`config.mk`:
```
export PLATFORM = sky130hd
export DESIGN_NAME = ufic_core
export DESIGN_NICKNAME = d
export VERILOG_FILES = /design/src/rtl/ufic_pkg.sv /design/src/rtl/ufic_core.sv
export SDC_FILE = /design/constraint.sdc
export NUM_CORES = 1
export LEC_CHECK = 0
export BUFFER_PORTS_ARGS = -buffer_cell sky130_fd_sc_hd__buf_2
export CORE_MARGIN = 4
export CORE_UTILIZATION = 55
export CTS_CLUSTER_DIAMETER = 100
export DETAILED_ROUTE_END_ITERATION = 8
export PLACE_DENSITY_LB_ADDON = 0.05
export SYNTH_ARGS = -nofsm -noshare
export SYNTH_HDL_FRONTEND = slang
export SYNTH_SLANG_ARGS = --single-unit
```
`constraint.sdc`:
```
create_clock -name clock -period 3.4 [get_ports clock]
set_input_delay 0.51 -clock clock [delete_from_list [all_inputs] [get_ports clock]]
set_output_delay 0.51 -clock clock [all_outputs]
set_load 0.1 [all_outputs]
```
`src/rtl/ufic_pkg.sv`:
```
// Package for the serial FIFO, interrupt and DMA request control block.
// Assumes a single 50 MHz clock domain shared by host port and serial engine.
package ufic_pkg;
  localparam int CLOCK_HZ = 50_000_000;
  localparam int MAX_BAUD = 256_000;
  localparam int BIT_CYCLES = CLOCK_HZ / MAX_BAUD;
  localparam int DEPTH = 16;
  localparam int PTR_W = 4;
  localparam int CNT_W = 5;
  localparam logic [CNT_W-1:0] FULL_COUNT = 5'h10;
  localparam logic [CNT_W-1:0] LEGACY_COUNT = 5'h01;
  localparam logic [CNT_W-1:0] EMPTY_COUNT = 5'h00;
  localparam logic [PTR_W-1:0] PTR_ONE = 4'h1;
  localparam logic [CNT_W-1:0] CNT_ONE = 5'h01;
  localparam logic [2:0] TIMEOUT_CHARS = 3'h4;
  localparam logic [2:0] IDLE_ZERO = 3'h0;
  localparam logic [2:0] IDLE_ONE = 3'h1;
  // Receive trigger levels selected by the two top control bits
  localparam logic [CNT_W-1:0] TRIG_LVL0 = 5'h01;
  localparam logic [CNT_W-1:0] TRIG_LVL1 = 5'h04;
  localparam logic [CNT_W-1:0] TRIG_LVL2 = 5'h08;
  localparam logic [CNT_W-1:0] TRIG_LVL3 = 5'h0e;
  // Interrupt enable bit positions
  localparam int IE_RX_DATA = 0;
  localparam int IE_TX_EMPTY = 1;
  localparam int IE_LINE = 2;
  localparam int IE_MODEM = 3;
  localparam logic [3:0] IE_RESET = 4'h0;
  localparam int AUX_BIT = 3;
  // Identification codes, low nibble
  localparam logic [3:0] ID_NONE = 4'h1;
  localparam logic [3:0] ID_LINE = 4'h6;
  localparam logic [3:0] ID_RX_DATA = 4'h4;
  localparam logic [3:0] ID_TIMEOUT = 4'hc;
  localparam logic [3:0] ID_TX_EMPTY = 4'h2;
  localparam logic [3:0] ID_MODEM = 4'h0;
  localparam logic [1:0] ID_FIFO_ON = 2'h3;
  localparam logic [1:0] ID_FIFO_OFF = 2'h0;
  localparam logic [1:0] ID_ZERO = 2'h0;

  // FIFO control word as written by the host
  typedef struct packed {
    logic [1:0] trigger;
    logic [1:0] reserved;
    logic dma_multi;
    logic tx_clear;
    logic rx_clear;
    logic enable;
  } ufic_fifo_ctrl_t;

  // Host side identification byte
  typedef struct packed {
    logic [1:0] fifo_on;
    logic [1:0] zero;
    logic [3:0] id;
  } ufic_ident_t;
endpackage

```
`src/rtl/ufic_core.sv`:
```
// FIFO, interrupt and DMA request control of a buffered serial transceiver.
// Assumes host strobes and serial engine strobes are synchronous to clock.
//
// Behaviour
// - Raise receive interrupt below trigger after idle
// - Timeout after four idle character times, cleared
// - Power up in legacy mode, FIFOs off
// - Keep enable bit set; identify FIFO mode (the receive and transmit clear bits still act when enable is written clear)
// - Four independent interrupt source enable bits
// - Auxiliary bit three gates external interrupt buffer
// - Interrupt output is a level, not pulse
// - Sixteen bytes buffered in each direction
// - Separate receive and transmit DMA requests, two modes
// - Single and multi transfer request conditions
// - Line rates up to 256 kbaud supported
// - DMA requests replace legacy spare terminals
`timescale 1ns/1ps
module ufic_core (
  input wire logic clock,
  input wire logic reset,
  input wire logic clock_enable,
  input wire logic fcr_write,
  input wire ufic_pkg::ufic_fifo_ctrl_t fcr_data,
  input wire logic ier_write,
  input wire logic [3:0] ier_data,
  input wire logic mcr_write,
  input wire logic [7:0] mcr_data,
  input wire logic iir_read,
  input wire logic tx_write,
  input wire logic [7:0] tx_data,
  input wire logic rx_read,
  input wire logic rx_char_valid,
  input wire logic [7:0] rx_char_data,
  input wire logic tx_shift_ready,
  input wire logic char_tick,
  input wire logic line_status_pending,
  input wire logic modem_status_pending,
  output logic [7:0] rx_data,
  output logic tx_char_valid,
  output logic [7:0] tx_char_data,
  output logic rx_overrun,
  output ufic_pkg::ufic_ident_t ident,
  output logic serial_interrupt_output,
  output logic aux_output_two,
  output logic rx_dma_request,
  output logic tx_dma_request
);

  ////////////////////////////////////////////////////////////////////////////
  // State
  logic [7:0] rx_mem [ufic_pkg::DEPTH];
  logic [7:0] tx_mem [ufic_pkg::DEPTH];
  logic [ufic_pkg::PTR_W-1:0] rx_wr_reg, rx_wr_next, rx_rd_reg, rx_rd_next;
  logic [ufic_pkg::PTR_W-1:0] tx_wr_reg, tx_wr_next, tx_rd_reg, tx_rd_next;
  logic [ufic_pkg::CNT_W-1:0] rx_count_reg, rx_count_next, tx_count_reg, tx_count_next;
  logic [ufic_pkg::CNT_W-1:0] capacity, trig_level;
  logic [2:0] idle_reg, idle_next;
  logic timeout_reg, timeout_next, tx_empty_reg, tx_empty_next;
  logic fifo_en_reg, fifo_en_next, multi_reg, multi_next;
  logic [1:0] trig_reg, trig_next;
  logic [3:0] ier_reg, ier_next;
  logic aux_reg, aux_next, rx_dma_reg, rx_dma_next, tx_dma_reg, tx_dma_next;
  logic irq_reg, irq_next, ovr_reg, ovr_next, txv_reg, txv_next;
  logic [7:0] rx_data_reg, rx_data_next, tx_char_reg, tx_char_next;
  ufic_pkg::ufic_ident_t ident_reg, ident_next;
  logic rx_push, rx_pop, tx_push, tx_pop, rx_flush, tx_flush, mode_change;
  logic [3:0] pend_next;

  // Depth is 16 in FIFO mode and a single holding slot in legacy mode
  // sixteen byte depth
  assign capacity = fifo_en_reg ? ufic_pkg::FULL_COUNT : ufic_pkg::LEGACY_COUNT;
  assign mode_change = fcr_write && (fcr_data.enable != fifo_en_reg);
  assign rx_flush = fcr_write && (mode_change || fcr_data.rx_clear);
  assign tx_flush = fcr_write && (mode_change || fcr_data.tx_clear);
  assign rx_push = rx_char_valid && (rx_count_reg < capacity) && !rx_flush;
  assign rx_pop = rx_read && (rx_count_reg != ufic_pkg::EMPTY_COUNT) && !rx_flush;
  assign tx_push = tx_write && (tx_count_reg < capacity) && !tx_flush;
  assign tx_pop = tx_shift_ready && (tx_count_reg != ufic_pkg::EMPTY_COUNT) && !tx_flush;

  always_comb begin
    unique case (trig_reg)
      2'h0: trig_level = ufic_pkg::TRIG_LVL0;
      2'h1: trig_level = ufic_pkg::TRIG_LVL1;
      2'h2: trig_level = ufic_pkg::TRIG_LVL2;
      2'h3: trig_level = ufic_pkg::TRIG_LVL3;
    endcase
  end

  ////////////////////////////////////////////////////////////////////////////
  // Configuration, FIFO pointers and flags
  always_comb begin
    fifo_en_next = fifo_en_reg;
    multi_next = multi_reg;
    trig_next = trig_reg;
    if (fcr_write) begin
      fifo_en_next = fcr_data.enable;
      // The DMA mode and trigger bits only take effect while the enable bit is kept set
      if (fcr_data.enable) begin
        multi_next = fcr_data.dma_multi;
        trig_next = fcr_data.trigger;
      end
    end
    ier_next = ier_write ? ier_data : ier_reg;
    aux_next = mcr_write ? mcr_data[ufic_pkg::AUX_BIT] : aux_reg;
    rx_wr_next = rx_flush ? '0 : (rx_push ? rx_wr_reg + ufic_pkg::PTR_ONE : rx_wr_reg);
    rx_rd_next = rx_flush ? '0 : (rx_pop ? rx_rd_reg + ufic_pkg::PTR_ONE : rx_rd_reg);
    tx_wr_next = tx_flush ? '0 : (tx_push ? tx_wr_reg + ufic_pkg::PTR_ONE : tx_wr_reg);
    tx_rd_next = tx_flush ? '0 : (tx_pop ? tx_rd_reg + ufic_pkg::PTR_ONE : tx_rd_reg);
    rx_count_next = rx_count_reg;
    if (rx_flush) begin
      rx_count_next = ufic_pkg::EMPTY_COUNT;
    end else if (rx_push && !rx_pop) begin
      rx_count_next = rx_count_reg + ufic_pkg::CNT_ONE;
    end else if (rx_pop && !rx_push) begin
      rx_count_next = rx_count_reg - ufic_pkg::CNT_ONE;
    end
    tx_count_next = tx_count_reg;
    if (tx_flush) begin
      tx_count_next = ufic_pkg::EMPTY_COUNT;
    end else if (tx_push && !tx_pop) begin
      tx_count_next = tx_count_reg + ufic_pkg::CNT_ONE;
    end else if (tx_pop && !tx_push) begin
      tx_count_next = tx_count_reg - ufic_pkg::CNT_ONE;
    end
    // Overrun is sticky until a read; a new overrun in the read cycle wins
    ovr_next = (rx_char_valid && !rx_push && !rx_flush) || (ovr_reg && !rx_read);
    rx_data_next = rx_pop ? rx_mem[rx_rd_reg] : rx_data_reg;
    txv_next = tx_pop;
    tx_char_next = tx_pop ? tx_mem[tx_rd_reg] : tx_char_reg;
  end

  ////////////////////////////////////////////////////////////////////////////
  // Receive idle timer and transmit empty flag
  always_comb begin
    idle_next = idle_reg;
    timeout_next = timeout_reg;
    if (rx_push || rx_pop || rx_flush || !fifo_en_reg) begin
      idle_next = ufic_pkg::IDLE_ZERO;
      timeout_next = 1'b0;
    end else if (char_tick && rx_count_reg != ufic_pkg::EMPTY_COUNT && !timeout_reg) begin
      if (idle_reg == ufic_pkg::TIMEOUT_CHARS - ufic_pkg::IDLE_ONE) begin
        timeout_next = 1'b1;
        idle_next = ufic_pkg::IDLE_ZERO;
      end else begin
        idle_next = idle_reg + ufic_pkg::IDLE_ONE;
      end
    end
    // Becoming empty sets the flag and wins over a clear in the same cycle
    tx_empty_next = tx_empty_reg;
    if ((tx_pop && tx_count_reg == ufic_pkg::CNT_ONE && !tx_push) || tx_flush) begin
      tx_empty_next = 1'b1;
    end else if (tx_push || (iir_read && ident_reg.id == ufic_pkg::ID_TX_EMPTY)) begin
      tx_empty_next = 1'b0;
    end
  end

  ////////////////////////////////////////////////////////////////////////////
  // Identification, interrupt level and DMA requests from next state, except the trigger level, which comes from trig_reg
  always_comb begin
    pend_next[ufic_pkg::IE_LINE] = line_status_pending;
    pend_next[ufic_pkg::IE_RX_DATA] = timeout_next || (rx_count_next >= trig_level);
    pend_next[ufic_pkg::IE_TX_EMPTY] = tx_empty_next;
    pend_next[ufic_pkg::IE_MODEM] = modem_status_pending;
    ident_next.zero = ufic_pkg::ID_ZERO;
    ident_next.fifo_on = fifo_en_next ? ufic_pkg::ID_FIFO_ON : ufic_pkg::ID_FIFO_OFF;
    if (ier_next[ufic_pkg::IE_LINE] && pend_next[ufic_pkg::IE_LINE]) begin
      ident_next.id = ufic_pkg::ID_LINE;
    end else if (ier_next[ufic_pkg::IE_RX_DATA] && pend_next[ufic_pkg::IE_RX_DATA]) begin
      ident_next.id = timeout_next ? ufic_pkg::ID_TIMEOUT : ufic_pkg::ID_RX_DATA;
    end else if (ier_next[ufic_pkg::IE_TX_EMPTY] && pend_next[ufic_pkg::IE_TX_EMPTY]) begin
      ident_next.id = ufic_pkg::ID_TX_EMPTY;
    end else if (ier_next[ufic_pkg::IE_MODEM] && pend_next[ufic_pkg::IE_MODEM]) begin
      ident_next.id = ufic_pkg::ID_MODEM;
    end else begin
      ident_next.id = ufic_pkg::ID_NONE;
    end
    irq_next = |(pend_next & ier_next);
    if (multi_next && fifo_en_next) begin
      rx_dma_next = (rx_count_next != ufic_pkg::EMPTY_COUNT)
        && (rx_dma_reg || timeout_next || rx_count_next >= trig_level);
      tx_dma_next = tx_count_next < ufic_pkg::FULL_COUNT;
    end else begin
      rx_dma_next = rx_count_next != ufic_pkg::EMPTY_COUNT;
      tx_dma_next = tx_count_next == ufic_pkg::EMPTY_COUNT;
    end
  end

  ////////////////////////////////////////////////////////////////////////////
  // Registers; clock_enable low freezes everything
  // legacy state at reset
  always_ff @(posedge clock or posedge reset) begin
    if (reset) begin
      fifo_en_reg <= 1'b0;
      multi_reg <= 1'b0;
      trig_reg <= 2'h0;
      ier_reg <= ufic_pkg::IE_RESET;
      aux_reg <= 1'b0;
      rx_wr_reg <= '0;
      rx_rd_reg <= '0;
      tx_wr_reg <= '0;
      tx_rd_reg <= '0;
      rx_count_reg <= ufic_pkg::EMPTY_COUNT;
      tx_count_reg <= ufic_pkg::EMPTY_COUNT;
      idle_reg <= ufic_pkg::IDLE_ZERO;
      timeout_reg <= 1'b0;
      tx_empty_reg <= 1'b1;
      ovr_reg <= 1'b0;
      rx_data_reg <= 8'h00;
      txv_reg <= 1'b0;
      tx_char_reg <= 8'h00;
      ident_reg <= {ufic_pkg::ID_FIFO_OFF, ufic_pkg::ID_ZERO, ufic_pkg::ID_NONE};
      irq_reg <= 1'b0;
      rx_dma_reg <= 1'b0;
      tx_dma_reg <= 1'b1;
    end else if (clock_enable) begin
      fifo_en_reg <= fifo_en_next;
      multi_reg <= multi_next;
      trig_reg <= trig_next;
      ier_reg <= ier_next;
      aux_reg <= aux_next;
      rx_wr_reg <= rx_wr_next;
      rx_rd_reg <= rx_rd_next;
      tx_wr_reg <= tx_wr_next;
      tx_rd_reg <= tx_rd_next;
      rx_count_reg <= rx_count_next;
      tx_count_reg <= tx_count_next;
      idle_reg <= idle_next;
      timeout_reg <= timeout_next;
      tx_empty_reg <= tx_empty_next;
      ovr_reg <= ovr_next;
      rx_data_reg <= rx_data_next;
      txv_reg <= txv_next;
      tx_char_reg <= tx_char_next;
      ident_reg <= ident_next;
      irq_reg <= irq_next;
      rx_dma_reg <= rx_dma_next;
      tx_dma_reg <= tx_dma_next;
    end
  end

  // Storage arrays carry no reset; contents are only read behind the counts
  always_ff @(posedge clock) begin
    if (clock_enable && rx_push) begin
      rx_mem[rx_wr_reg] <= rx_char_data;
    end
    if (clock_enable && tx_push) begin
      tx_mem[tx_wr_reg] <= tx_data;
    end
  end

  assign rx_dma_request = rx_dma_reg;
  assign tx_dma_request = tx_dma_reg;
  assign serial_interrupt_output = irq_reg;
  assign aux_output_two = aux_reg;
  assign ident = ident_reg;
  assign rx_data = rx_data_reg;
  assign tx_char_valid = txv_reg;
  assign tx_char_data = tx_char_reg;
  assign rx_overrun = ovr_reg;
endmodule

```
==> results of run 1 <==
what timing repair did:
item / CTS / global route
resized for setup: 0 / 13
endpoints found under the setup margin: 0 / 5
setup buffers: 0 / 5
hold endpoints to repair: 0 / 0
metal layers:
layer	global-route usage, %	vias to the layer above
met5	0	-
met4	4.23	2
met3	3.10	51
met2	33.1	308
met1	31.3	3891
li1	-	3344
where the power goes:
| part | switching, mW | internal, mW |
|---|---|---|
| clock network | 1.39 | 2.06 |
| registers | 0.317 | 4.56 |
| logic | 2.61 | 1.67 |
| total | 4.32 | 8.29 |
kinds of logic (layout without fill, tap and decap cells):
family / count (synthesis) / in the layout / synth area share (%)
multiplexers: 118 / 118 / 16.3
adder cells (fa/ha/maj): 23 / 23 / 2.10
other: 1 / 3 / 0.0274
flip-flops: 321 / 321 / 68.1
XOR/XNOR: 6 / 6 / 0.384
AO/OA/AOI/OAI: 102 / 102 / 5.21
AND/OR/NAND/NOR: 152 / 152 / 5.80
buffers and inverters: 69 / 191 / 2.08
cell usage after synthesis (2+ instances only):
cell type / count / area share (%)
sky130_fd_sc_hd__edfxtp_1: 256 / 56
sky130_fd_sc_hd__mux4_2: 80 / 13
sky130_fd_sc_hd__dfrtp_1: 62 / 11
sky130_fd_sc_hd__nand2_1: 38 / 1.0
sky130_fd_sc_hd__o21ai_0: 33 / 1.2
sky130_fd_sc_hd__mux2_2: 32 / 2.6
sky130_fd_sc_hd__clkbuf_1: 29 / 0.80
sky130_fd_sc_hd__nor2_1: 29 / 0.80
sky130_fd_sc_hd__inv_1: 24 / 0.66
sky130_fd_sc_hd__and2_1: 23 / 1.1
sky130_fd_sc_hd__ha_1: 23 / 2.1
sky130_fd_sc_hd__a21oi_1: 16 / 0.59
sky130_fd_sc_hd__nand3_1: 15 / 0.55
sky130_fd_sc_hd__buf_1: 9 / 0.25
sky130_fd_sc_hd__and3_1: 7 / 0.32
sky130_fd_sc_hd__nor3_1: 7 / 0.26
sky130_fd_sc_hd__nor4_1: 7 / 0.32
sky130_fd_sc_hd__mux2i_1: 6 / 0.44
sky130_fd_sc_hd__a22o_1: 5 / 0.32
sky130_fd_sc_hd__o31ai_1: 5 / 0.27
sky130_fd_sc_hd__a31oi_1: 4 / 0.18
sky130_fd_sc_hd__buf_4: 4 / 0.22
sky130_fd_sc_hd__o21a_1: 4 / 0.22
sky130_fd_sc_hd__o31a_1: 4 / 0.26
sky130_fd_sc_hd__o41ai_1: 4 / 0.26
sky130_fd_sc_hd__or3_1: 4 / 0.18
sky130_fd_sc_hd__a21o_1: 3 / 0.16
sky130_fd_sc_hd__dfstp_2: 3 / 0.58
sky130_fd_sc_hd__nand2b_1: 3 / 0.14
sky130_fd_sc_hd__nor2b_1: 3 / 0.14
sky130_fd_sc_hd__nor3b_1: 3 / 0.16
sky130_fd_sc_hd__nor4b_1: 3 / 0.19
sky130_fd_sc_hd__o22ai_1: 3 / 0.14
sky130_fd_sc_hd__xnor2_1: 3 / 0.19
sky130_fd_sc_hd__xor2_1: 3 / 0.19
sky130_fd_sc_hd__a21boi_0: 2 / 0.11
sky130_fd_sc_hd__a22oi_1: 2 / 0.11
sky130_fd_sc_hd__buf_2: 2 / 0.073
sky130_fd_sc_hd__nand4_1: 2 / 0.091
sky130_fd_sc_hd__nand4b_1: 2 / 0.13
sky130_fd_sc_hd__o21ai_1: 2 / 0.073
sky130_fd_sc_hd__or4b_4: 2 / 0.20
final cells by class:
class	count	area [um^2]	share of cell area, %
diodes	1	2.50	0.0160
clock inverters	18	225	1.44
inverters	24	90.1	0.574
repair buffers	110	693	4.42
well taps	324	405	2.58
flip-flops and latches	321	9320	59.4
multi-input cells	403	4140	26.4
clock buffers	39	806	5.14
through the flow:
stage | power (mW) | area, um^2 | cells | utilization, %
final | 12.6 | 15700 | 1240 | 64.3
after global routing | 13.2 | 15700 | 1240 | 64.3
after CTS | 12.5 | 15600 | 1234 | 64.0
after detailed placement | 9.07 | 14600 | 1177 | 59.7
after global placement | 8.95 | 14600 | 1177 | 59.7
after floorplan | 8.07 | 13700 | 793 | -
path summary, 6_finish.rpt:
kind,endpoint,startpoint,depth (start not counted),slack [ns]
setup / recovery,serial_interrupt_output$_DFFE_PP0P_,ident[6]$_DFFE_PP0P_,14,0.13
hold / removal,ier_reg[3]$_DFFE_PP0P_,reset,2,0.13
setup reg to reg,serial_interrupt_output$_DFFE_PP0P_,ident[6]$_DFFE_PP0P_,14,0.13
hold reg to reg,rx_dma_request$_DFFE_PP0P_,rx_dma_request$_DFFE_PP0P_,1,0.50
max in group asynchronous,ident[0]$_DFFE_PP1P_,reset,3,2.43
min in group clock,trig_reg[0]$_DFFE_PP0P_,fcr_data[6],2,0.20
==> flow_results.xml, run 1 <==
<?xml version="1.0" encoding="UTF-8"?>
<metrics>
  <group name="drt">
    <metric name="wl_per_cell" unit="um">23.1</metric>
    <metric name="detail_route.drc_violations" unit="">0</metric>
    <metric name="drt_first_iter_violations" unit="">762</metric>
    <metric name="antenna_violating_nets_post_route" unit="">0</metric>
    <metric name="detail_route.first_pass.iterations" unit="">5</metric>
    <metric name="met3WireLength" unit="um">1870</metric>
    <metric name="met2WireLength" unit="um">13600</metric>
    <metric name="avgViaCountPerCell" unit="">6.13</metric>
    <metric name="routed_wirelength" unit="um">28700</metric>
    <metric name="via_count" unit="">7596</metric>
    <metric name="route.top_layer_used" unit="">met5</metric>
    <metric name="wirelength_met1" unit="um">12700</metric>
  </group>
  <group name="cells_and_area">
    <metric name="nFillCells" unit="">1730</metric>
    <metric name="final_layout_size_suffix_gt1_share" unit="%">32.1</metric>
    <metric name="final_cell_mix" unit="">sky130_fd_sc_hd__edfxtp_1 (256), sky130_fd_sc_hd__mux4_2 (80), sky130_fd_sc_hd__buf_2 (68)</metric>
    <metric name="largestRegisters" unit="">rx_mem (128), tx_mem (128)</metric>
    <metric name="layout.cells.most_common" unit="">sky130_fd_sc_hd__edfxtp_1</metric>
    <metric name="nets_final" unit="">964</metric>
    <metric name="synthToLayoutAreaGrowth" unit="%">14.7</metric>
  </group>
  <group name="global_routing">
    <metric name="grt_pass1_wl" unit="um">44900</metric>
    <metric name="number_of_antenna_violations_at_the_first_check_in_global_routing" unit="">2</metric>
    <metric name="grt_overflow" unit="">0</metric>
    <metric name="grt_start_max_net_pins" unit="">36</metric>
    <metric name="first_global_vias" unit="">7805</metric>
    <metric name="grt_util_all_layers" unit="%">20.8</metric>
  </group>
  <group name="timing">
    <metric name="timing.setup.tns" unit="ns">0</metric>
    <metric name="timing.final.hold_violations" unit="">0</metric>
    <metric name="timing.clock.skew" unit="ns">0.0132</metric>
    <metric name="fmax" unit="MHz">306</metric>
    <metric name="report.final.slew_viol_count" unit="">0</metric>
    <metric name="timing.hold.ws" unit="ns">0.134</metric>
    <metric name="finalCriticalPeriod" unit="ns">3.27</metric>
    <metric name="period_utilization_post_route" unit="%">96.2</metric>
    <metric name="worstMarginPinSlew" unit="ns">0.832</metric>
    <metric name="post-route-worst-setup-slack" unit="ns">0.128</metric>
    <metric name="final-setup-viol-count" unit="">0</metric>
    <metric name="tightest_slew_margin_relative_to_the_limit" unit="%">44.5</metric>
  </group>
  <group name="synthesis">
    <metric name="synth_sequential_area_ratio" unit="%">68.1</metric>
    <metric name="synth_async_sr_flop_share" unit="%">20.2</metric>
    <metric name="synth-main-ff-cell" unit="">sky130_fd_sc_hd__edfxtp_1</metric>
    <metric name="synthesis.instances" unit="">792</metric>
    <metric name="ys_warn_count" unit="">0</metric>
    <metric name="synth_enable_flop_cells" unit="">256</metric>
    <metric name="syn_avg_cell_area" unit="um^2">17.3</metric>
    <metric name="yosys.cell_types.count" unit="">63</metric>
    <metric name="mappedNetlistArea" unit="um^2">13700</metric>
    <metric name="synth_seq_cells" unit="">321</metric>
  </group>
  <group name="placement">
    <metric name="globalplace.congestion" unit="">0.824</metric>
    <metric name="detailedPlacementHpwl" unit="um">19100</metric>
    <metric name="dp_slack" unit="ns">0.0953</metric>
    <metric name="count_of_port_buffers_added_during_placement" unit="">68</metric>
  </group>
  <group name="floorplanning">
    <metric name="chipHeight" unit="um">166</metric>
    <metric name="dieWidth" unit="um">166</metric>
    <metric name="ios" unit="">80</metric>
    <metric name="starting_utilization_of_the_core_area" unit="%">56.1</metric>
    <metric name="std_cell_rows" unit="">57</metric>
    <metric name="die_outline_area" unit="um^2">27400</metric>
    <metric name="area_of_the_core" unit="um^2">24400</metric>
  </group>
  <group name="cts">
    <metric name="worst_case_clock_buffer_depth" unit="">3</metric>
    <metric name="cts_root_buf" unit="">sky130_fd_sc_hd__clkbuf_16</metric>
    <metric name="cts.clk_slew.worst_paths" unit="ns">0.06</metric>
    <metric name="clk_lat_worst_skew" unit="ns">0.55</metric>
    <metric name="clock_h_tree_levels" unit="">1</metric>
    <metric name="cts-hold-fix-buffers" unit="">0</metric>
    <metric name="tritoncts.num_buffers" unit="">31</metric>
    <metric name="tritoncts" unit="">yes</metric>
    <metric name="cts.sinks" unit="">321</metric>
  </group>
  <group name="power">
    <metric name="leakage" unit="nW">5.55</metric>
    <metric name="power_density_over_cell_area" unit="nW/um^2">804</metric>
    <metric name="worst_ir_drop_vdd" unit="V">0.000732</metric>
  </group>
  <group name="critical_path">
    <metric name="crit_path_cell_trace" unit="">inv_2 -&gt; ha_2 -&gt; or4b_4 -&gt; o41ai_4 -&gt; buf_4 -&gt; a221oi_1 -&gt; a31o_1 -&gt; and2_1 -&gt; ha_1 -&gt; o21ai_1 -&gt; a21oi_2 -&gt; a2111oi_4 -&gt; a21o_1 -&gt; a31oi_1</metric>
    <metric name="criticalPathCategory" unit="">flop to flop</metric>
    <metric name="worst_path_largest_cell_delay" unit="ns">0.51</metric>
    <metric name="crit_required" unit="ns">3.80</metric>
    <metric name="cp_num_buf_inv" unit="">2</metric>
    <metric name="worst_path_max_delay_cell" unit="">sky130_fd_sc_hd__or4b_4</metric>
    <metric name="timing.critical_path.to_type" unit="">flop</metric>
    <metric name="kind_of_cell_adding_the_most_delay_to_the_critical_path" unit="">compound AO/OA/AOI/OAI gates</metric>
    <metric name="start_kind" unit="">flop</metric>
    <metric name="crit_arrival" unit="ns">3.67</metric>
    <metric name="critical_path_peak_fanout" unit="">4</metric>
  </group>
  <group name="worst_hold_path">
    <metric name="hp-class" unit="">input pin to asynchronous set/reset pin</metric>
  </group>
  <group name="outcome">
    <metric name="status" unit="">finished, final reports clean</metric>
  </group>
  <group name="flow_run">
    <metric name="timing.max_cap.violations" unit="">0</metric>
  </group>
</metrics>
(Power assumes the default switching activity.)
==> run 2, diff against run 1 <==
--- a/config.mk
+++ b/config.mk
@@ -8,9 +8,10 @@
 export BUFFER_PORTS_ARGS = -buffer_cell sky130_fd_sc_hd__buf_2
 export CORE_MARGIN = 4
 export CORE_UTILIZATION = 55
+export CTS_BUF_LIST = sky130_fd_sc_hd__clkbuf_16
 export CTS_CLUSTER_DIAMETER = 100
 export DETAILED_ROUTE_END_ITERATION = 8
-export PLACE_DENSITY_LB_ADDON = 0.05
+export PLACE_DENSITY = 0.76
 export SYNTH_ARGS = -nofsm -noshare
 export SYNTH_HDL_FRONTEND = slang
 export SYNTH_SLANG_ARGS = --single-unit
==> flow_results.xml, run 2 (synthesized netlist as in run 1, its figures left out) <==
<?xml version="1.0" encoding="UTF-8"?>
<metrics>
  <group name="critical_path">
    <metric name="worst_path_largest_cell_delay" unit="ns">0.53</metric>
    <metric name="cell_mode_on_critical_path" unit="">sky130_fd_sc_hd__ha_1</metric>
    <metric name="start_kind" unit="">flop</metric>
    <metric name="criticalPathCategory" unit="">flop to flop</metric>
    <metric name="critical_path_peak_fanout" unit="">10</metric>
    <metric name="crit_arrival" unit="ns">3.74</metric>
    <metric name="worst_path_max_delay_cell" unit="">sky130_fd_sc_hd__or4b_4</metric>
    <metric name="crit_path_cell_trace" unit="">inv_1 -&gt; ha_1 -&gt; or4b_4 -&gt; and2_2 -&gt; xnor2_2 -&gt; xnor2_1 -&gt; nand2_1 -&gt; ha_1 -&gt; o21ai_0 -&gt; a21oi_1 -&gt; a2111oi_4 -&gt; a21o_1 -&gt; a32o_2</metric>
    <metric name="crit_required" unit="ns">3.86</metric>
    <metric name="timing.critical_path.to_type" unit="">flop</metric>
  </group>
  <group name="timing">
    <metric name="period_utilization_post_route" unit="%">96.6</metric>
    <metric name="timing.clock.skew" unit="ns">0.0137</metric>
    <metric name="worstMarginPinSlew" unit="ns">0.730</metric>
    <metric name="fmax" unit="MHz">304</metric>
    <metric name="tightest_slew_margin_relative_to_the_limit" unit="%">51.3</metric>
    <metric name="finalCriticalPeriod" unit="ns">3.29</metric>
    <metric name="report.final.slew_viol_count" unit="">0</metric>
    <metric name="timing.final.hold_violations" unit="">0</metric>
    <metric name="timing.hold.ws" unit="ns">0.114</metric>
    <metric name="timing.setup.tns" unit="ns">0</metric>
    <metric name="final-setup-viol-count" unit="">0</metric>
  </group>
  <group name="drt">
    <metric name="antenna_violating_nets_post_route" unit="">0</metric>
    <metric name="routed_wirelength" unit="um">27500</metric>
    <metric name="avgViaCountPerCell" unit="">5.97</metric>
    <metric name="wl_per_cell" unit="um">22.3</metric>
    <metric name="detail_route.first_pass.iterations" unit="">4</metric>
    <metric name="via_count" unit="">7370</metric>
    <metric name="drt_first_iter_violations" unit="">623</metric>
    <metric name="detail_route.drc_violations" unit="">0</metric>
  </group>
  <group name="cts">
    <metric name="clk_lat_worst_skew" unit="ns">0.52</metric>
    <metric name="cts.sinks" unit="">321</metric>
    <metric name="cts_root_buf" unit="">sky130_fd_sc_hd__clkbuf_16</metric>
    <metric name="tritoncts" unit="">yes</metric>
    <metric name="cts.clk_slew.worst_paths" unit="ns">0.06</metric>
    <metric name="worst_case_clock_buffer_depth" unit="">3</metric>
    <metric name="clock_h_tree_levels" unit="">2</metric>
    <metric name="tritoncts.num_buffers" unit="">35</metric>
  </group>
  <group name="cells_and_area">
    <metric name="nFillCells" unit="">1685</metric>
    <metric name="final_layout_size_suffix_gt1_share" unit="%">30.8</metric>
    <metric name="layout.cells.most_common" unit="">sky130_fd_sc_hd__edfxtp_1</metric>
    <metric name="antenna_cells" unit="">0</metric>
    <metric name="final_cell_area" unit="um^2">15600</metric>
    <metric name="final_cell_mix" unit="">sky130_fd_sc_hd__edfxtp_1 (256), sky130_fd_sc_hd__mux4_2 (80), sky130_fd_sc_hd__buf_2 (68)</metric>
    <metric name="largestRegisters" unit="">rx_mem (128), tx_mem (128)</metric>
    <metric name="nets_final" unit="">957</metric>
    <metric name="synthToLayoutAreaGrowth" unit="%">14.2</metric>
  </group>
  <group name="placement">
    <metric name="detailedPlacementHpwl" unit="um">17800</metric>
    <metric name="dpl-instance-area" unit="um^2">14500</metric>
    <metric name="count_of_port_buffers_added_during_placement" unit="">68</metric>
    <metric name="globalplace.congestion" unit="">0.860</metric>
  </group>
  <group name="global_routing">
    <metric name="grt_overflow" unit="">0</metric>
    <metric name="grt_pass1_wl" unit="um">44200</metric>
    <metric name="first_global_vias" unit="">7737</metric>
    <metric name="grt_util_all_layers" unit="%">20.2</metric>
    <metric name="number_of_antenna_violations_at_the_first_check_in_global_routing" unit="">0</metric>
    <metric name="grt_start_max_net_pins" unit="">37</metric>
  </group>
  <group name="floorplanning">
    <metric name="std_cell_rows" unit="">57</metric>
    <metric name="dieWidth" unit="um">166</metric>
    <metric name="die_outline_area" unit="um^2">27400</metric>
    <metric name="area_of_the_core" unit="um^2">24400</metric>
    <metric name="ios" unit="">80</metric>
    <metric name="chipHeight" unit="um">166</metric>
    <metric name="starting_utilization_of_the_core_area" unit="%">56.1</metric>
  </group>
  <group name="power">
    <metric name="power_density_over_cell_area" unit="nW/um^2">803</metric>
    <metric name="worst_ir_drop_vdd" unit="V">0.000511</metric>
    <metric name="power_report.internal_total" unit="mW">8.13</metric>
    <metric name="combPwrFrac" unit="%">33.6</metric>
    <metric name="clock_power_share" unit="%">28.0</metric>
    <metric name="total_switching_power" unit="mW">4.40</metric>
    <metric name="seqPwrFrac" unit="%">38.4</metric>
    <metric name="leakage" unit="nW">5.53</metric>
    <metric name="fraction_of_power_spent_switching_nets" unit="%">35.1</metric>
  </group>
  <group name="outcome">
    <metric name="status" unit="">finished, final reports clean</metric>
  </group>
  <group name="flow_run">
    <metric name="timing.max_cap.violations" unit="">0</metric>
  </group>
  <group name="worst_hold_path">
    <metric name="hp-class" unit="">input pin to asynchronous set/reset pin</metric>
  </group>
</metrics>
[run 2: worst max-delay path, delay by kind of cell (launching register included)]
family          cells  cell delay (ns)
compound gates      5             0.97
simple gates        3             0.92
buf+inv             1             0.09
fa+ha+maj           2             0.49
flops               1             0.37
xor+xnor            2             0.38
[run 2: power groups by stage]
stage | sequential [mW] | combinational [mW] | clock, mW
2_1_floorplan | 5.84 | 2.23 | 0
3_3_place_gp | 4.87 | 4.05 | 0
3_5_place_dp | 4.89 | 4.12 | 0
4_1_cts | 4.82 | 4.16 | 3.58
5_1_grt | 4.85 | 4.50 | 3.76
6_report | 4.81 | 4.21 | 3.51
[run 2: worst paths after layout]
| kind | startpoint | to | slack [ns] | cells after the start |
|---|---|---|---|---|
| hold / removal | reset | ident[1]$_DFFE_PP0P_ | 0.11 | 2 |
| setup / recovery | rx_count_reg[0]$_DFFE_PP0P_ | ident[0]$_DFFE_PP1P_ | 0.11 | 13 |
| hold reg to reg | tx_empty_reg$_DFFE_PP1P_ | tx_empty_reg$_DFFE_PP1P_ | 0.49 | 2 |
| min in group clock | fcr_data[6] | trig_reg[0]$_DFFE_PP0P_ | 0.23 | 2 |
| max in group asynchronous | reset | rx_rd_reg[0]$_DFFE_PP0P_ | 2.62 | 3 |
| setup reg to reg | rx_count_reg[0]$_DFFE_PP0P_ | ident[0]$_DFFE_PP1P_ | 0.11 | 13 |
[run 2: area by class of cell]
| type | instances | area [um^2] | share of cell area [%] |
|---|---|---|---|
| Timing Repair Buffer | 99 | 611 | 3.91 |
| Clock inverter | 29 | 209 | 1.34 |
| Inverter | 24 | 90.1 | 0.577 |
| Sequential cell | 321 | 9320 | 59.7 |
| Multi-Input combinational cell | 403 | 4100 | 26.3 |
| Tap cell | 324 | 405 | 2.60 |
| Clock buffer | 35 | 876 | 5.61 |
[run 2: stage by stage]
step | power, mW | setup slack, ns | std cells | util, %
2_1_floorplan | 8.07 | 0.0780 | 793 | -
3_3_place_gp | 8.92 | 0.100 | 1168 | 59.4
3_5_place_dp | 9.01 | 0.0725 | 1168 | 59.4
4_1_cts | 12.6 | 0.0502 | 1232 | 63.8
5_1_grt | 13.1 | -0.0148 | 1235 | 64.0
6_report | 12.5 | 0.114 | 1235 | 64.0
[run 2: layer usage]
layer  up-vias  GRT usage (%)  routed length [um]
met2       214           35.1               14500
met4         0           5.02                 510
li1       3320              -                   -
met5         -              0                   0
met1      3788           27.5               11200
met3        48           2.81                1300
[run 2: repair_timing]
item | CTS | global route
resized for setup | 0 | 8
hold buffers | 0 | 0
setup buffers | 0 | 3
setup endpoints to repair | 0 | 5
hold endpoints to repair | 0 | 0
==> run 3, diff against run 2 <==
--- a/config.mk
+++ b/config.mk
@@ -7,11 +7,11 @@
 export LEC_CHECK = 0
 export BUFFER_PORTS_ARGS = -buffer_cell sky130_fd_sc_hd__buf_2
 export CORE_MARGIN = 4
-export CORE_UTILIZATION = 55
-export CTS_BUF_LIST = sky130_fd_sc_hd__clkbuf_16
+export CORE_UTILIZATION = 57
+export CTS_BUF_LIST = sky130_fd_sc_hd__clkbuf_4
 export CTS_CLUSTER_DIAMETER = 100
 export DETAILED_ROUTE_END_ITERATION = 8
-export PLACE_DENSITY = 0.76
+export PLACE_DENSITY = 0.78
 export SYNTH_ARGS = -nofsm -noshare
 export SYNTH_HDL_FRONTEND = slang
 export SYNTH_SLANG_ARGS = --single-unit
==> flow_results.xml, run 3 (synthesized netlist as in run 1, its figures left out) <==
<?xml version="1.0" encoding="UTF-8"?>
<metrics>
  <group name="cells_and_area">
    <metric name="final_cell_mix" unit="">sky130_fd_sc_hd__edfxtp_1 (256), sky130_fd_sc_hd__clkbuf_4 (128), sky130_fd_sc_hd__mux4_2 (80)</metric>
    <metric name="nets_final" unit="">1006</metric>
    <metric name="final_cell_area" unit="um^2">15600</metric>
    <metric name="synthToLayoutAreaGrowth" unit="%">14.3</metric>
    <metric name="stdcell_count" unit="">1316</metric>
    <metric name="largestRegisters" unit="">rx_mem (128), tx_mem (128)</metric>
    <metric name="layout.cells.most_common" unit="">sky130_fd_sc_hd__edfxtp_1</metric>
    <metric name="final_layout_size_suffix_gt1_share" unit="%">36.7</metric>
    <metric name="nFillCells" unit="">1641</metric>
  </group>
  <group name="power">
    <metric name="seqPwrFrac" unit="%">39.3</metric>
    <metric name="clock_power_share" unit="%">26.7</metric>
    <metric name="leakage" unit="nW">5.64</metric>
    <metric name="worst_ir_drop_vdd" unit="V">0.000766</metric>
    <metric name="power_report.internal_total" unit="mW">7.93</metric>
    <metric name="power_density_over_cell_area" unit="nW/um^2">784</metric>
    <metric name="fin_total_pwr" unit="mW">12.2</metric>
    <metric name="total_switching_power" unit="mW">4.32</metric>
    <metric name="combPwrFrac" unit="%">34.0</metric>
    <metric name="fraction_of_power_spent_switching_nets" unit="%">35.3</metric>
  </group>
  <group name="placement">
    <metric name="globalplace.congestion" unit="">0.870</metric>
    <metric name="detailedPlacementHpwl" unit="um">17700</metric>
    <metric name="dpl-instance-area" unit="um^2">14500</metric>
    <metric name="post-place-cells" unit="">1165</metric>
    <metric name="count_of_port_buffers_added_during_placement" unit="">68</metric>
  </group>
  <group name="critical_path">
    <metric name="worst_path_largest_cell_delay" unit="ns">0.51</metric>
    <metric name="kind_of_cell_adding_the_most_delay_to_the_critical_path" unit="">compound AO/OA/AOI/OAI gates</metric>
    <metric name="worst_path_max_delay_cell" unit="">sky130_fd_sc_hd__or4b_4</metric>
    <metric name="cell_mode_on_critical_path" unit="">sky130_fd_sc_hd__ha_1</metric>
    <metric name="start_kind" unit="">flop</metric>
    <metric name="critical_path_peak_fanout" unit="">5</metric>
    <metric name="crit_required" unit="ns">4.05</metric>
    <metric name="timing.critical_path.to_type" unit="">flop</metric>
    <metric name="crit_path_cell_trace" unit="">inv_1 -&gt; ha_1 -&gt; or4b_4 -&gt; o41a_4 -&gt; a31o_2 -&gt; xor2_1 -&gt; and2_1 -&gt; ha_1 -&gt; o21ai_0 -&gt; a21oi_1 -&gt; a2111oi_4 -&gt; a21o_1 -&gt; a32o_2</metric>
    <metric name="crit_arrival" unit="ns">3.90</metric>
    <metric name="cp_num_buf_inv" unit="">1</metric>
    <metric name="criticalPathCategory" unit="">flop to flop</metric>
  </group>
  <group name="timing">
    <metric name="final-setup-viol-count" unit="">0</metric>
    <metric name="timing.final.hold_violations" unit="">0</metric>
    <metric name="timing.clock.skew" unit="ns">0.0469</metric>
    <metric name="period_utilization_post_route" unit="%">95.7</metric>
    <metric name="unrepaired_setup_endpoints_after_global_routing" unit="">true</metric>
    <metric name="finalCriticalPeriod" unit="ns">3.25</metric>
    <metric name="worstMarginPinSlew" unit="ns">0.671</metric>
    <metric name="fmax" unit="MHz">307</metric>
    <metric name="timing.setup.tns" unit="ns">0</metric>
    <metric name="report.final.slew_viol_count" unit="">0</metric>
    <metric name="timing.hold.ws" unit="ns">0.0565</metric>
    <metric name="tightest_slew_margin_relative_to_the_limit" unit="%">55.3</metric>
  </group>
  <group name="global_routing">
    <metric name="grt_overflow" unit="">0</metric>
    <metric name="grt_util_all_layers" unit="%">20.7</metric>
    <metric name="grt_start_max_net_pins" unit="">37</metric>
    <metric name="first_global_vias" unit="">7912</metric>
    <metric name="grt_pass1_wl" unit="um">42500</metric>
    <metric name="number_of_antenna_violations_at_the_first_check_in_global_routing" unit="">1</metric>
  </group>
  <group name="drt">
    <metric name="antenna_violating_nets_post_route" unit="">0</metric>
    <metric name="avgViaCountPerCell" unit="">5.76</metric>
    <metric name="detail_route.drc_violations" unit="">0</metric>
    <metric name="drt_first_iter_violations" unit="">646</metric>
    <metric name="via_count" unit="">7574</metric>
    <metric name="routed_wirelength" unit="um">26500</metric>
    <metric name="detail_route.first_pass.iterations" unit="">5</metric>
    <metric name="wl_per_cell" unit="um">20.1</metric>
  </group>
  <group name="floorplanning">
    <metric name="die_outline_area" unit="um^2">26500</metric>
    <metric name="ios" unit="">80</metric>
    <metric name="chipHeight" unit="um">163</metric>
    <metric name="starting_utilization_of_the_core_area" unit="%">58.1</metric>
    <metric name="area_of_the_core" unit="um^2">23500</metric>
    <metric name="std_cell_rows" unit="">56</metric>
    <metric name="dieWidth" unit="um">163</metric>
  </group>
  <group name="cts">
    <metric name="tritoncts.num_buffers" unit="">81</metric>
    <metric name="clk_lat_worst_skew" unit="ns">0.71</metric>
    <metric name="cts.clk_slew.worst_paths" unit="ns">0.07</metric>
    <metric name="clock_h_tree_levels" unit="">3</metric>
    <metric name="cts.sinks" unit="">321</metric>
    <metric name="tritoncts" unit="">yes</metric>
    <metric name="worst_case_clock_buffer_depth" unit="">3</metric>
    <metric name="cts_root_buf" unit="">sky130_fd_sc_hd__clkbuf_4</metric>
  </group>
  <group name="outcome">
    <metric name="status" unit="">finished, final reports clean</metric>
  </group>
  <group name="flow_run">
    <metric name="timing.max_cap.violations" unit="">0</metric>
  </group>
  <group name="worst_hold_path">
    <metric name="hp-class" unit="">input pin to flop</metric>
  </group>
</metrics>
## run 3: worst register-to-register path, delay by kind of cell (launching register included)
family          cells  cell delay (ns)
compound gates      7             1.54
simple gates        2             0.69
fa+ha+maj           2             0.47
flops               1             0.34
xor+xnor            1             0.15
buf+inv             1             0.06
## run 3: final timing paths
| kind | from | endpoint | slack (ns) | cells past startpoint |
|---|---|---|---|---|
| min in group asynchronous | reset | rx_data[0]$_DFFE_PP0P_ | 0.33 | 3 |
| setup / recovery | ident[6]$_DFFE_PP0P_ | ident[0]$_DFFE_PP1P_ | 0.15 | 13 |
| setup reg to reg | ident[6]$_DFFE_PP0P_ | ident[0]$_DFFE_PP1P_ | 0.15 | 13 |
| hold reg to reg | tx_empty_reg$_DFFE_PP1P_ | tx_empty_reg$_DFFE_PP1P_ | 0.49 | 2 |
| max in group asynchronous | reset | ident[2]$_DFFE_PP0P_ | 2.31 | 4 |
| hold / removal | mcr_data[3] | aux_output_two$_DFFE_PP0P_ | 0.06 | 2 |
## run 3: cell type report
cell class	instances	area, um^2	share of cell area (%)
Timing Repair Buffer	102	641	4.10
Clock buffer	128	961	6.15
Inverter	24	91.3	0.585
Antenna cell	1	2.50	0.0160
Tap cell	319	399	2.55
Sequential cell	321	9320	59.6
Multi-Input combinational cell	403	4100	26.3
Clock inverter	18	109	0.697
## run 3: power by group through the flow
| stage | combinational (mW) | clock [mW] | sequential (mW) |
|---|---|---|---|
| after floorplan | 2.23 | 0 | 5.84 |
| after global placement | 4.06 | 0 | 4.88 |
| after detailed placement | 4.13 | 0 | 4.89 |
| after CTS | 4.15 | 3.36 | 4.81 |
| after global routing | 4.47 | 3.61 | 4.86 |
| final | 4.17 | 3.27 | 4.81 |
## run 3: per-layer routing
layer	part of all wire [%]	track usage, %	vias up
met2	51	34.2	242
met3	5.7	4.40	56
met1	41	28.1	3795
met5	0	0	-
met4	2.3	6.60	0
li1	-	-	3481
## run 3: through the flow
stage                     setup WS, ns  utilization (%)
after floorplan                 0.0780                -
after global placement          0.0793             61.5
after detailed placement        0.0729             61.5
after CTS                       0.0269             66.2
after global routing           -0.0146             66.4
final                            0.146             66.4
## run 3: repair_timing
action,in CTS,in global routing
endpoints found under the setup margin,0,5
gates resized for setup,0,6
hold endpoints to repair,17,0
hold buffers,3,0
buffers inserted,0,1
